`src/hw/sfh_map.vh`:
```
// constants for the serial flash front end: field positions, counts, reset levels
// assumes inclusion by bare name from each design file that needs them
`ifndef SFH_MAP_VH
`define SFH_MAP_VH

// bit position of the last bit in a byte, msb first
`define SFH_BIT_LAST 3'h7
`define SFH_BIT_FIRST 3'h0
`define SFH_BIT_STEP 3'h1
// byte counter saturates here
`define SFH_BYTE_STEP 2'h1
`define SFH_BYTE_MAX 2'h3
`define SFH_BYTE_ZERO 2'h0
// write status instruction is opcode plus one data byte
`define SFH_WRSTAT_BYTES 2'h2
// opcode value of the write status instruction
`define SFH_WRSTAT_OPCODE 8'h01
// lock-down flag position within the status byte
`define SFH_LOCK_POS 7
// number of synchronised pins and their positions
`define SFH_SYNC_W 5
`define SFH_PIN_SCK 0
`define SFH_PIN_CS 1
`define SFH_PIN_SI 2
`define SFH_PIN_HOLD 3
`define SFH_PIN_WP 4
// reset levels of the synchronised pins: chip enable, pause, protect idle high
`define SFH_SYNC_RST 5'h1a
`define SFH_BYTE_RST 8'h00

`endif

```
`src/hw/sfh_sync.v`:
```
// two flip-flop synchroniser for a group of independent pin levels
// assumes each bit is a slow level; no bus coherence between the bits
`timescale 1ns/1ps
module sfh_sync #(
  parameter W = 5,
  parameter [W-1:0] RST_VAL = {W{1'b0}}
) (
  input wire sys_clk_i,
  input wire rst_n_i,
  input wire [W-1:0] async_i,
  output wire [W-1:0] sync_o
);

reg [W-1:0] meta_q;
reg [W-1:0] sync_q;

// first stage feeds only the second stage
always @(posedge sys_clk_i) begin
  if (!rst_n_i) begin
    meta_q <= RST_VAL;
    sync_q <= RST_VAL;
  end else begin
    meta_q <= async_i;
    sync_q <= meta_q;
  end
end

assign sync_o = sync_q;

endmodule

```
`src/hw/sfh_spi_front.v`:
```
// serial peripheral front end of a small serial flash: framing, shifting, pause, protect gating
// assumes the serial clock is much slower than sys_clk_i and all pins are asynchronous to it
//
// Summary of operation
// - input bits are captured on serial clock rising edges and output bits change after falling edges.
// - both idle-low and idle-high serial clock modes work with the same sampling and output edges.
// - a transaction starts when chip enable falls and the master keeps it low for the whole sequence.
// - in auto-increment programming with the output reconfigured, the output shows ready/busy.
// - pausing freezes the bit position and shift state so the transfer resumes exactly where it stopped.
// - pause is entered when its request meets a low serial clock, else at the next low clock level.
// - pause is left when its release meets a low serial clock, else at the next low clock level.
// - while paused the output floats and the serial input and clock are ignored.
// - raising chip enable while paused resets the interface logic and drops the transaction; the code still commits a status write whose two bytes are complete.
// - pause lasts while its input is low; resuming needs pause high with chip enable still low.
// - with protect low, a status write is allowed or refused by the lock-down flag, status bit 7.
// - with protect high, the lock-down flag never blocks a status write.
// - with protect low and lock-down set, changes to lock-down and block-protect bits are refused.
// - every opcode, address and data cycle is eight bits, most significant bit first.
// - chip enable rising before the last bit of a byte aborts the instruction and returns to standby.
`timescale 1ns/1ps
`include "sfh_map.vh"
module sfh_spi_front (
  input wire sys_clk_i,
  input wire rst_n_i,
  // serial pins
  input wire sck_i,
  input wire cs_n_i,
  input wire si_i,
  input wire hold_n_i,
  input wire wp_n_i,
  output reg so_o,
  output reg so_oe_o,
  // core side
  input wire [7:0] tx_byte_i,
  input wire auto_increment_program_i,
  input wire ready_busy_out_en_i,
  input wire busy_i,
  input wire protect_lockdown_i,
  output reg [7:0] rx_byte_o,
  output reg rx_valid_o,
  output reg rx_first_o,
  output reg frame_start_o,
  output reg frame_end_o,
  output reg abort_o,
  output reg paused_o,
  output reg [7:0] status_wr_data_o,
  output reg status_wr_o,
  output reg status_wr_refused_o
);

////////////////////////////////////////////////////////////////////////////////
// pin synchronisation

wire [`SFH_SYNC_W-1:0] pins_s;

sfh_sync #(
  .W(`SFH_SYNC_W),
  .RST_VAL(`SFH_SYNC_RST)
) u_sync (
  .sys_clk_i(sys_clk_i),
  .rst_n_i(rst_n_i),
  .async_i({wp_n_i, hold_n_i, si_i, cs_n_i, sck_i}),
  .sync_o(pins_s)
);

wire sck_s = pins_s[`SFH_PIN_SCK];
wire cs_n_s = pins_s[`SFH_PIN_CS];
wire si_s = pins_s[`SFH_PIN_SI];
wire hold_n_s = pins_s[`SFH_PIN_HOLD];
wire wp_n_s = pins_s[`SFH_PIN_WP];

////////////////////////////////////////////////////////////////////////////////
// state

reg sck_prev_q;
reg cs_n_prev_q;
reg held_q;
reg held_d;
reg [2:0] bit_cnt_q;
reg [1:0] byte_cnt_q;
reg [7:0] rx_shift_q;
reg [7:0] tx_shift_q;
reg wrstat_q;
reg [7:0] wrstat_data_q;

// edge finding on the sampled pins
wire sck_rise = sck_s & ~sck_prev_q;
wire sck_fall = ~sck_s & sck_prev_q;
wire cs_fall = cs_n_prev_q & ~cs_n_s;
wire cs_rise = ~cs_n_prev_q & cs_n_s;

// serial edges count only while selected and not paused
// inputs ignored paused
wire act = ~cs_n_s & ~held_q;
wire byte_done = act & sck_rise & (bit_cnt_q == `SFH_BIT_LAST);

// lock-down decision for a status write
function wr_allowed;
  input wp_n;
  input lock;
  begin
    wr_allowed = wp_n | ~lock;
  end
endfunction

////////////////////////////////////////////////////////////////////////////////
// pause state

// pause only changes while the serial clock sits low; deselect clears it at any clock level
always @* begin
  held_d = held_q;
  if (cs_n_s) begin
    held_d = 1'b0;
  end else if (!sck_s) begin
    held_d = ~hold_n_s;
  end
end

always @(posedge sys_clk_i) begin
  if (!rst_n_i) begin
    sck_prev_q <= 1'b0;
    cs_n_prev_q <= 1'b1;
    held_q <= 1'b0;
    paused_o <= 1'b0;
  end else begin
    // tracked always so no false edge appears after a pause
    sck_prev_q <= sck_s;
    cs_n_prev_q <= cs_n_s;
    held_q <= held_d;
    paused_o <= held_d;
  end
end

////////////////////////////////////////////////////////////////////////////////
// receive path

always @(posedge sys_clk_i) begin
  if (!rst_n_i) begin
    bit_cnt_q <= `SFH_BIT_FIRST;
    byte_cnt_q <= `SFH_BYTE_ZERO;
    rx_shift_q <= `SFH_BYTE_RST;
    rx_byte_o <= `SFH_BYTE_RST;
    rx_valid_o <= 1'b0;
    rx_first_o <= 1'b0;
  end else begin
    rx_valid_o <= 1'b0;
    rx_first_o <= 1'b0;
    if (cs_n_s) begin
      bit_cnt_q <= `SFH_BIT_FIRST;
      byte_cnt_q <= `SFH_BYTE_ZERO;
      rx_shift_q <= `SFH_BYTE_RST;
    end else if (act && sck_rise) begin
      rx_shift_q <= {rx_shift_q[6:0], si_s};
      bit_cnt_q <= bit_cnt_q + `SFH_BIT_STEP;
      if (bit_cnt_q == `SFH_BIT_LAST) begin
        rx_byte_o <= {rx_shift_q[6:0], si_s};
        rx_valid_o <= 1'b1;
        rx_first_o <= (byte_cnt_q == `SFH_BYTE_ZERO);
        if (byte_cnt_q != `SFH_BYTE_MAX) begin
          byte_cnt_q <= byte_cnt_q + `SFH_BYTE_STEP;
        end
      end
    end
  end
end

////////////////////////////////////////////////////////////////////////////////
// transmit path

// byte for the next output cycle is loaded when an input byte completes
always @(posedge sys_clk_i) begin
  if (!rst_n_i) begin
    tx_shift_q <= `SFH_BYTE_RST;
    so_o <= 1'b0;
    so_oe_o <= 1'b0;
  end else begin
    so_oe_o <= ~cs_n_s & ~held_d;
    if (cs_n_s) begin
      tx_shift_q <= `SFH_BYTE_RST;
      so_o <= 1'b0;
    end else if (auto_increment_program_i && ready_busy_out_en_i) begin
      so_o <= ~busy_i;
    end else if (byte_done) begin
      tx_shift_q <= tx_byte_i;
    end else if (act && sck_fall) begin
      so_o <= tx_shift_q[7];
      tx_shift_q <= {tx_shift_q[6:0], 1'b0};
    end
  end
end

////////////////////////////////////////////////////////////////////////////////
// framing and status write gating

always @(posedge sys_clk_i) begin
  if (!rst_n_i) begin
    frame_start_o <= 1'b0;
    frame_end_o <= 1'b0;
    abort_o <= 1'b0;
    wrstat_q <= 1'b0;
    wrstat_data_q <= `SFH_BYTE_RST;
    status_wr_data_o <= `SFH_BYTE_RST;
    status_wr_o <= 1'b0;
    status_wr_refused_o <= 1'b0;
  end else begin
    frame_start_o <= 1'b0;
    frame_end_o <= 1'b0;
    abort_o <= 1'b0;
    status_wr_o <= 1'b0;
    status_wr_refused_o <= 1'b0;
    if (cs_fall) begin
      frame_start_o <= 1'b1;
      wrstat_q <= 1'b0;
    end
    // remember a status write opcode and its data byte
    if (byte_done) begin
      if (byte_cnt_q == `SFH_BYTE_ZERO) begin
        wrstat_q <= ({rx_shift_q[6:0], si_s} == `SFH_WRSTAT_OPCODE);
      end else if (byte_cnt_q == `SFH_BYTE_STEP) begin
        wrstat_data_q <= {rx_shift_q[6:0], si_s};
      end
    end
    if (cs_rise) begin
      frame_end_o <= 1'b1;
      wrstat_q <= 1'b0;
      if (bit_cnt_q != `SFH_BIT_FIRST) begin
        abort_o <= 1'b1;
      end else if (wrstat_q && byte_cnt_q == `SFH_WRSTAT_BYTES) begin
        status_wr_data_o <= wrstat_data_q;
        if (wr_allowed(wp_n_s, protect_lockdown_i)) begin
          status_wr_o <= 1'b1;
        end else begin
          status_wr_refused_o <= 1'b1;
        end
      end
    end
  end
end

endmodule

```
`config.mk`:
```
export PLATFORM = sky130hd
export DESIGN_NAME = sfh_spi_front
export DESIGN_NICKNAME = d
export VERILOG_FILES = /design/src/hw/sfh_sync.v /design/src/hw/sfh_spi_front.v
export VERILOG_INCLUDE_DIRS = /design/src /design/src/hw
export SDC_FILE = /design/constraint.sdc
export NUM_CORES = 1
export LEC_CHECK = 0
export BUFFER_PORTS_ARGS = -buffer_cell sky130_fd_sc_hd__buf_2
export CORE_ASPECT_RATIO = 0.8
export CORE_UTILIZATION = 50
export CTS_BUF_LIST = sky130_fd_sc_hd__clkbuf_16
export DETAILED_ROUTE_END_ITERATION = 10
export PLACE_DENSITY = 0.78
export SETUP_SLACK_MARGIN = 0.4
export SYNTH_ARGS = -nofsm -noshare
export SYNTH_HDL_FRONTEND = slang
export SYNTH_HIERARCHICAL = 1
export SYNTH_SLANG_ARGS = --single-unit
```
`constraint.sdc`:
```
create_clock -name sys_clk_i -period 1.9 [get_ports sys_clk_i]
set_clock_uncertainty 0.05 [all_clocks]
set_input_delay 0.38 -clock sys_clk_i [delete_from_list [all_inputs] [get_ports sys_clk_i]]
set_output_delay 0.38 -clock sys_clk_i [all_outputs]
set_load 0.01 [all_outputs]
```
# Word level (Yosys, flattened, before mapping)
# Cells that the tools add are included.
dict set report word_totals {
  elab_cells 92
  rom_bits 0
  ramBits 0
  input_bits 19
  n_memories 0
  out_inout_bits 26
  latchBits 0
  reg_bits 67
}
dict set report classes {
  n_eq_ne 6
  mux 16
  n_addsub 2
  div_mod_pow 0
  shifts 0
  order_cmp 0
  reduce_logical 20
  n_mul 0
  bitwise 26
}
# cell count
set ops {}
lappend ops {{inverter 1 bit} 17}
lappend ops {{two-way mux 8 bit} 2}
lappend ops {{two-way mux 1 bit} 14}
lappend ops {{AND reduction 3 bit} 4}
lappend ops {{bitwise AND 1 bit} 8}
lappend ops {{equality test 8 x 1 -> 1 bit, second input constant} 1}
lappend ops {{OR reduction 4 bit} 2}
lappend ops {{AND reduction 2 bit} 3}
lappend ops {{logical AND 1 bit} 4}
lappend ops {{nonzero test 2 bit} 2}
lappend ops {{OR reduction 2 bit} 2}
lappend ops {{adder 3 x 1 -> 3 bit, second input constant} 1}
lappend ops {{equality test 3 bit, second input constant} 1}
lappend ops {{nonzero test 3 bit} 1}
lappend ops {{OR reduction 3 bit} 1}
lappend ops {{adder 2 x 1 -> 2 bit, second input constant} 1}
lappend ops {{equality test 2 x 1 -> 1 bit, second input constant} 1}
lappend ops {{equality test 2 bit, second input constant} 1}
lappend ops {{logical NOT 2 bit} 1}
lappend ops {{inequality test 2 x 1 -> 1 bit, second input constant} 1}
lappend ops {{inequality test 2 bit, second input constant} 1}
lappend ops {{OR 1 bit} 1}

# Longest topological paths before layout
dict set report logic_depth {
  ltp_word 6
  ltp_mapped 7
  depth_no_buf 6
}

# By module
# Netlist, hierarchy kept.
# module seq_area_each_um2 cells_each area_each_um2 n_inst
set modules_own_cells {}
lappend modules_own_cells {sfh_spi_front 1141.1 246 2288.4 1}
lappend modules_own_cells {sfh_sync 200.2 20 262.8 1}

# Worst setup path after synthesis
# No wires, ideal clock.
dict set report synth_path {
  path_type {reg2reg}
  startpoint {reg bit_cnt_q[0]}
  endpoint {reg tx_shift_q[6]}
  n_path_buf 1
  arrival_time_ns 1.486
  path_slack_ns 0.275
  synth_period_minus_slack_ns 1.625
  setup_ns 0.088
  path_stages_with_launch 8
  required_ns 1.762
  path_cell_list {dfxtp_1 -> ha_1 -> ha_1 -> nand3b_1 -> a21oi_2 -> buf_2 -> nor2_1 -> a311oi_2}
}
dict set report synth_via {
  elab_chain_cells 4
  word_cells_on_any_way 5
  cone_classes {1 x eq/ne; 1 x mux; 1 x bitwise; 2 x reduce/logical}
}
# element line
set synth_lines {}
lappend synth_lines {{start, declared} sfh_spi_front.v:79} ;# reg [2:0] bit_cnt_q;
lappend synth_lines {{start signal, assigned} sfh_spi_front.v:139} ;# bit_cnt_q <= `SFH_BIT_FIRST;
lappend synth_lines {{start signal, assigned} sfh_spi_front.v:149} ;# bit_cnt_q <= `SFH_BIT_FIRST;
lappend synth_lines {{start signal, assigned} sfh_spi_front.v:154} ;# bit_cnt_q <= bit_cnt_q + `SFH_BIT_STEP;
lappend synth_lines {{equality test 3 bit (no source line) (*)} --}
lappend synth_lines {{bitwise AND 1 bit (*)} sfh_spi_front.v:95} ;# wire byte_done = act & sck_rise & (bit_cnt_q == `SFH_BIT_LAST);
lappend synth_lines {{nonzero test 2 bit (no source line)} --}
lappend synth_lines {{AND reduction 2 bit (no source line)} --}
lappend synth_lines {{end signal, assigned} sfh_spi_front.v:173} ;# tx_shift_q <= `SFH_BYTE_RST;
lappend synth_lines {{end signal, assigned} sfh_spi_front.v:179} ;# tx_shift_q <= `SFH_BYTE_RST;
lappend synth_lines {{end signal, assigned} sfh_spi_front.v:184} ;# tx_shift_q <= tx_byte_i;
lappend synth_lines {{end, declared} sfh_spi_front.v:82} ;# reg [7:0] tx_shift_q;
# Mark *: on every way between the ends. The rest lies on a longest branch, timed or not.
# A chain may end at the register's enable or synchronous reset.

# Worst setup path in the final report
dict set report layout_path {
  startpoint {reg u_sync.sync_q[1] (netlist: u_sync/sync_o[1])}
  endpoint {reg wrstat_data_q[0]}
}
dict set report layout_via {
  elab_chain_cells 5
}
# element line
set layout_lines {}
lappend layout_lines {{start, declared} sfh_sync.v:15} ;# reg [W-1:0] sync_q;
lappend layout_lines {{start signal, assigned} sfh_sync.v:24} ;# sync_q <= meta_q;
lappend layout_lines {{inverter 1 bit (no source line)} --}
lappend layout_lines {{bitwise AND 1 bit} sfh_spi_front.v:94} ;# wire act = ~cs_n_s & ~held_q;
lappend layout_lines {{bitwise AND 1 bit (2 in series)} sfh_spi_front.v:95}
lappend layout_lines {{AND reduction 3 bit (no source line)} --}
lappend layout_lines {{end signal, assigned} sfh_spi_front.v:201} ;# wrstat_data_q <= `SFH_BYTE_RST;
lappend layout_lines {{end signal, assigned} sfh_spi_front.v:220} ;# wrstat_data_q <= {rx_shift_q[6:0], si_s};
lappend layout_lines {{end, declared} sfh_spi_front.v:84} ;# reg [7:0] wrstat_data_q;
# No other way between the ends.

==> impl_results.md <==
* Clock root cell: clkbuf_16
* Final Util at 71.2%
* Worst slew margin at 59.8%
* Synthesis-to-layout area growth at 32.1%
* Share of layout cells above drive strength 1 at 30.9%
* Hold Crit Class: input pin to flip-flop
* DRT iter0 DRCs at 125
* GP Congestion at 0.832
* Fmax at 646 MHz
* Pleak at 1.37 nW
* Core box area at 4730 sq um
* Register bit total from synthesis at 67
* MaxCap Viol Count at 0
* Row count at 22
* Max Root-Sink Buffers at 2
* # fillers at 356
* Final hold viol count at 0
* CTS HTree Levels at 3
* Number of port buffers at 44
* Power per Cell Area at 947 nW/um^2
* Post-synthesis sequential area ratio at 52.6%
* Worst slew pin tran at 0.603 ns
* Ys async rst share at 0%
* CP arrival at 1.72 ns
* Global-route wire length before repair at 8790 microns
* Worst setup path category: flip-flop to flip-flop
* # diodes at 0
* CTS tree: built
* Clk sinks at 67
* Worst hold start: wp_n_i
* # nets final at 352
* WL per Instance at 13.6 microns
* Yosys warnings at 6
* Register Area at 1350 sq um
* Worst Path Required at 2.07 ns
* Slew Viols, Final at 0
* Initial antenna violation count at 0
* Setup TNS at 0 ns
* Clock Latency Late Sink at 0.33 ns
* Routed WL at 5320 microns
* DR pass1 iterations at 4
* Crit-path max FO at 8
* Footprint of the multi-input gates at 1220 sq um
* Syn Inst Count at 266
* EDFF count, synth at 0
* Reg clk slew, reported paths at 0.05 ns
* Via density at 5.14
* Worst r2r src: u_sync/sync_o[1]
* Period utilization at 81.5%
* Gr ovfl total at 0
* Chip height at 65.9 microns
* GR Util All Layers at 22.0%
* Number of setup violations in the final report at 0
* Vias in the first global route at 1,880
* Chip width at 81.9 microns
* Post-DP HPWL at 3300 microns
* Post-Synthesis Cell Area at 2550 sq um
* Final worst path period need at 1.55 ns
* Largest net degree at the start of global routing at 39
* Outcome: finished clean
* IO Pins at 45
* TritonCTS Buffers at 9
* CP endpoint kind: flip-flop
* Synth Area per Inst at 9.59 sq um
* Critical Path Start: u_sync/sync_o[1]
* Startpoint Class: flip-flop
* Synth Flop Type: dfxtp_1
* Post-DRT Antenna Nets at 0
* Via Count at 2,003
* Netlist cell types at 33
* RSZ-0062 raised after global routing: true
* Die Area at 5390 sq um
* Peak VDD IR at 1060 uV
* Starting density of the core at 53.9%
* Final routed DRC violation total at 0
* Mapped Nets at 293
[power by group]
group	internal, mW	leakage [nW]	switching (mW)
clock	1.13	0.152	0.565
sequential	1.42	0.545	0.00844
combinational	0.0385	0.672	0.0341
total	2.59	1.37	0.608
[metrics by stage]
step / instance area, sq um / total power, mW / instances / setup WS (ns) / hold slack, ns
6_report: 3370 / 3.19 / 390 / 0.352 / 0.180
5_1_grt: 3370 / 3.29 / 390 / 0.274 / 0.180
4_1_cts: 3290 / 3.21 / 387 / 0.379 / 0.172
3_5_place_dp: 2880 / 1.52 / 364 / 0.190 / 0.341
3_3_place_gp: 2880 / 1.52 / 364 / 0.257 / 0.340
2_1_floorplan: 2590 / 1.49 / 266 / 0.407 / 0.336
[cell families after synthesis]
logic type               Yosys count  synth area share, %
XOR/XNOR                           1                0.343
multiplexers                      18                 7.11
flip-flops                        67                 52.6
AO/OA/AOI/OAI                     35                 9.47
AND/OR/NAND/NOR                  117                 23.1
adder cells (fa/ha/maj)            8                 3.92
buffers and inverters             20                 3.53
[registers in the layout (all words and copies together) (netlist names)]
signal               cells
sck_prev_q               1
abort_o                  1
frame_start_o            1
rx_byte_o                8
status_wr_data_o         8
so_oe_o                  1
frame_end_o              1
so_o                     1
u_sync/meta_q            5
status_wr_refused_o      1
rx_valid_o               1
bit_cnt_q                3
rx_first_o               1
byte_cnt_q               2
u_sync/sync_o            5
cs_n_prev_q              1
wrstat_data_q            8
tx_shift_q               8
status_wr_o              1
wrstat_q                 1
held_q                   1
rx_shift_q               7
[metal layers]
layer | track usage [%] | part of all wire [%] | up-vias
li1 | - | - | 1003
met5 | 0 | 0 | -
met2 | 33.4 | 46 | 68
met4 | 8.55 | 1.3 | 0
met1 | 29.2 | 46 | 924
met3 | 6.34 | 6.4 | 8
[path summary, 6_finish.rpt]
kind         cells past startpoint  slack, ns          endpoint
max                              6       0.35  wrstat_data_q[0]
max reg2reg                      6       0.35  wrstat_data_q[0]
min reg2reg                      1       0.35  u_sync/sync_o[3]
min                              2       0.18  u_sync/meta_q[4]
[Yosys cell counts (3+ instances only)]
master    number  area, sq um
a21oi_1       15         75.1
buf_2          3         15.0
inv_1          6         22.5
a311oi_1       7         61.3
nand2_1       55          206
mux2i_1       17          170
nor2_1        14         52.6
ha_1           8          100
nand2b_1      11         68.8
nor2b_1       17          106
a21boi_0       8         60.1
and2_1         7         43.8
clkbuf_1       9         33.8
dfxtp_1       67         1340
[cell type report]
| type | instances | area share (%) |
|---|---|---|
| Clock buffer | 9 | 6.68 |
| Clock inverter | 7 | 2.49 |
| Inverter | 6 | 0.668 |
| Multi-Input combinational cell | 179 | 36.3 |
| Sequential cell | 67 | 40.2 |
| Tap cell | 60 | 2.23 |
| Timing Repair Buffer | 62 | 11.5 |
[worst max-delay path: stages (launching register included)]
cell      delay [ns]
dfxtp_4         0.36
nor4b_4         0.31
buf_4           0.17
nand4b_1        0.14
buf_6           0.19
mux2i_1         0.15
nor2b_1         0.06
[placed cells by master (no fill, tap or decap), types with 2 or more instances in the layout]
cell type | synthesis | layout
dfxtp_1 | 67 | 61
nand2_1 | 55 | 52
buf_2 | 3 | 44
mux2i_1 | 17 | 17
nor2b_1 | 17 | 17
nor2_1 | 14 | 14
a21oi_1 | 15 | 13
buf_4 | 1 | 12
nand2b_1 | 11 | 10
clkbuf_16 | 0 | 9
a21boi_0 | 8 | 8
and2_1 | 7 | 7
inv_1 | 6 | 5
a311oi_1 | 7 | 5
ha_1 | 8 | 5
buf_6 | 1 | 5
dfxtp_2 | 0 | 4
a311oi_2 | 1 | 3
ha_4 | 0 | 3
inv_2 | 0 | 2
nand3_1 | 2 | 2
nand3b_1 | 2 | 2
nor4b_1 | 2 | 2
nand2_2 | 0 | 2
a21oi_2 | 1 | 2
dfxtp_4 | 0 | 2
clkinv_1 | 0 | 2
bufinv_16 | 0 | 2
[repair_timing]
action | 4_1_cts | 5_1_grt
cloned | 0 | 1
pin swaps | 6 | 10
hold buffers | 0 | 0
setup buffers | 7 | 2
endpoints found under the setup margin | 36 | 31
gates resized for setup | 12 | 16
(Power assumes the default switching activity.)
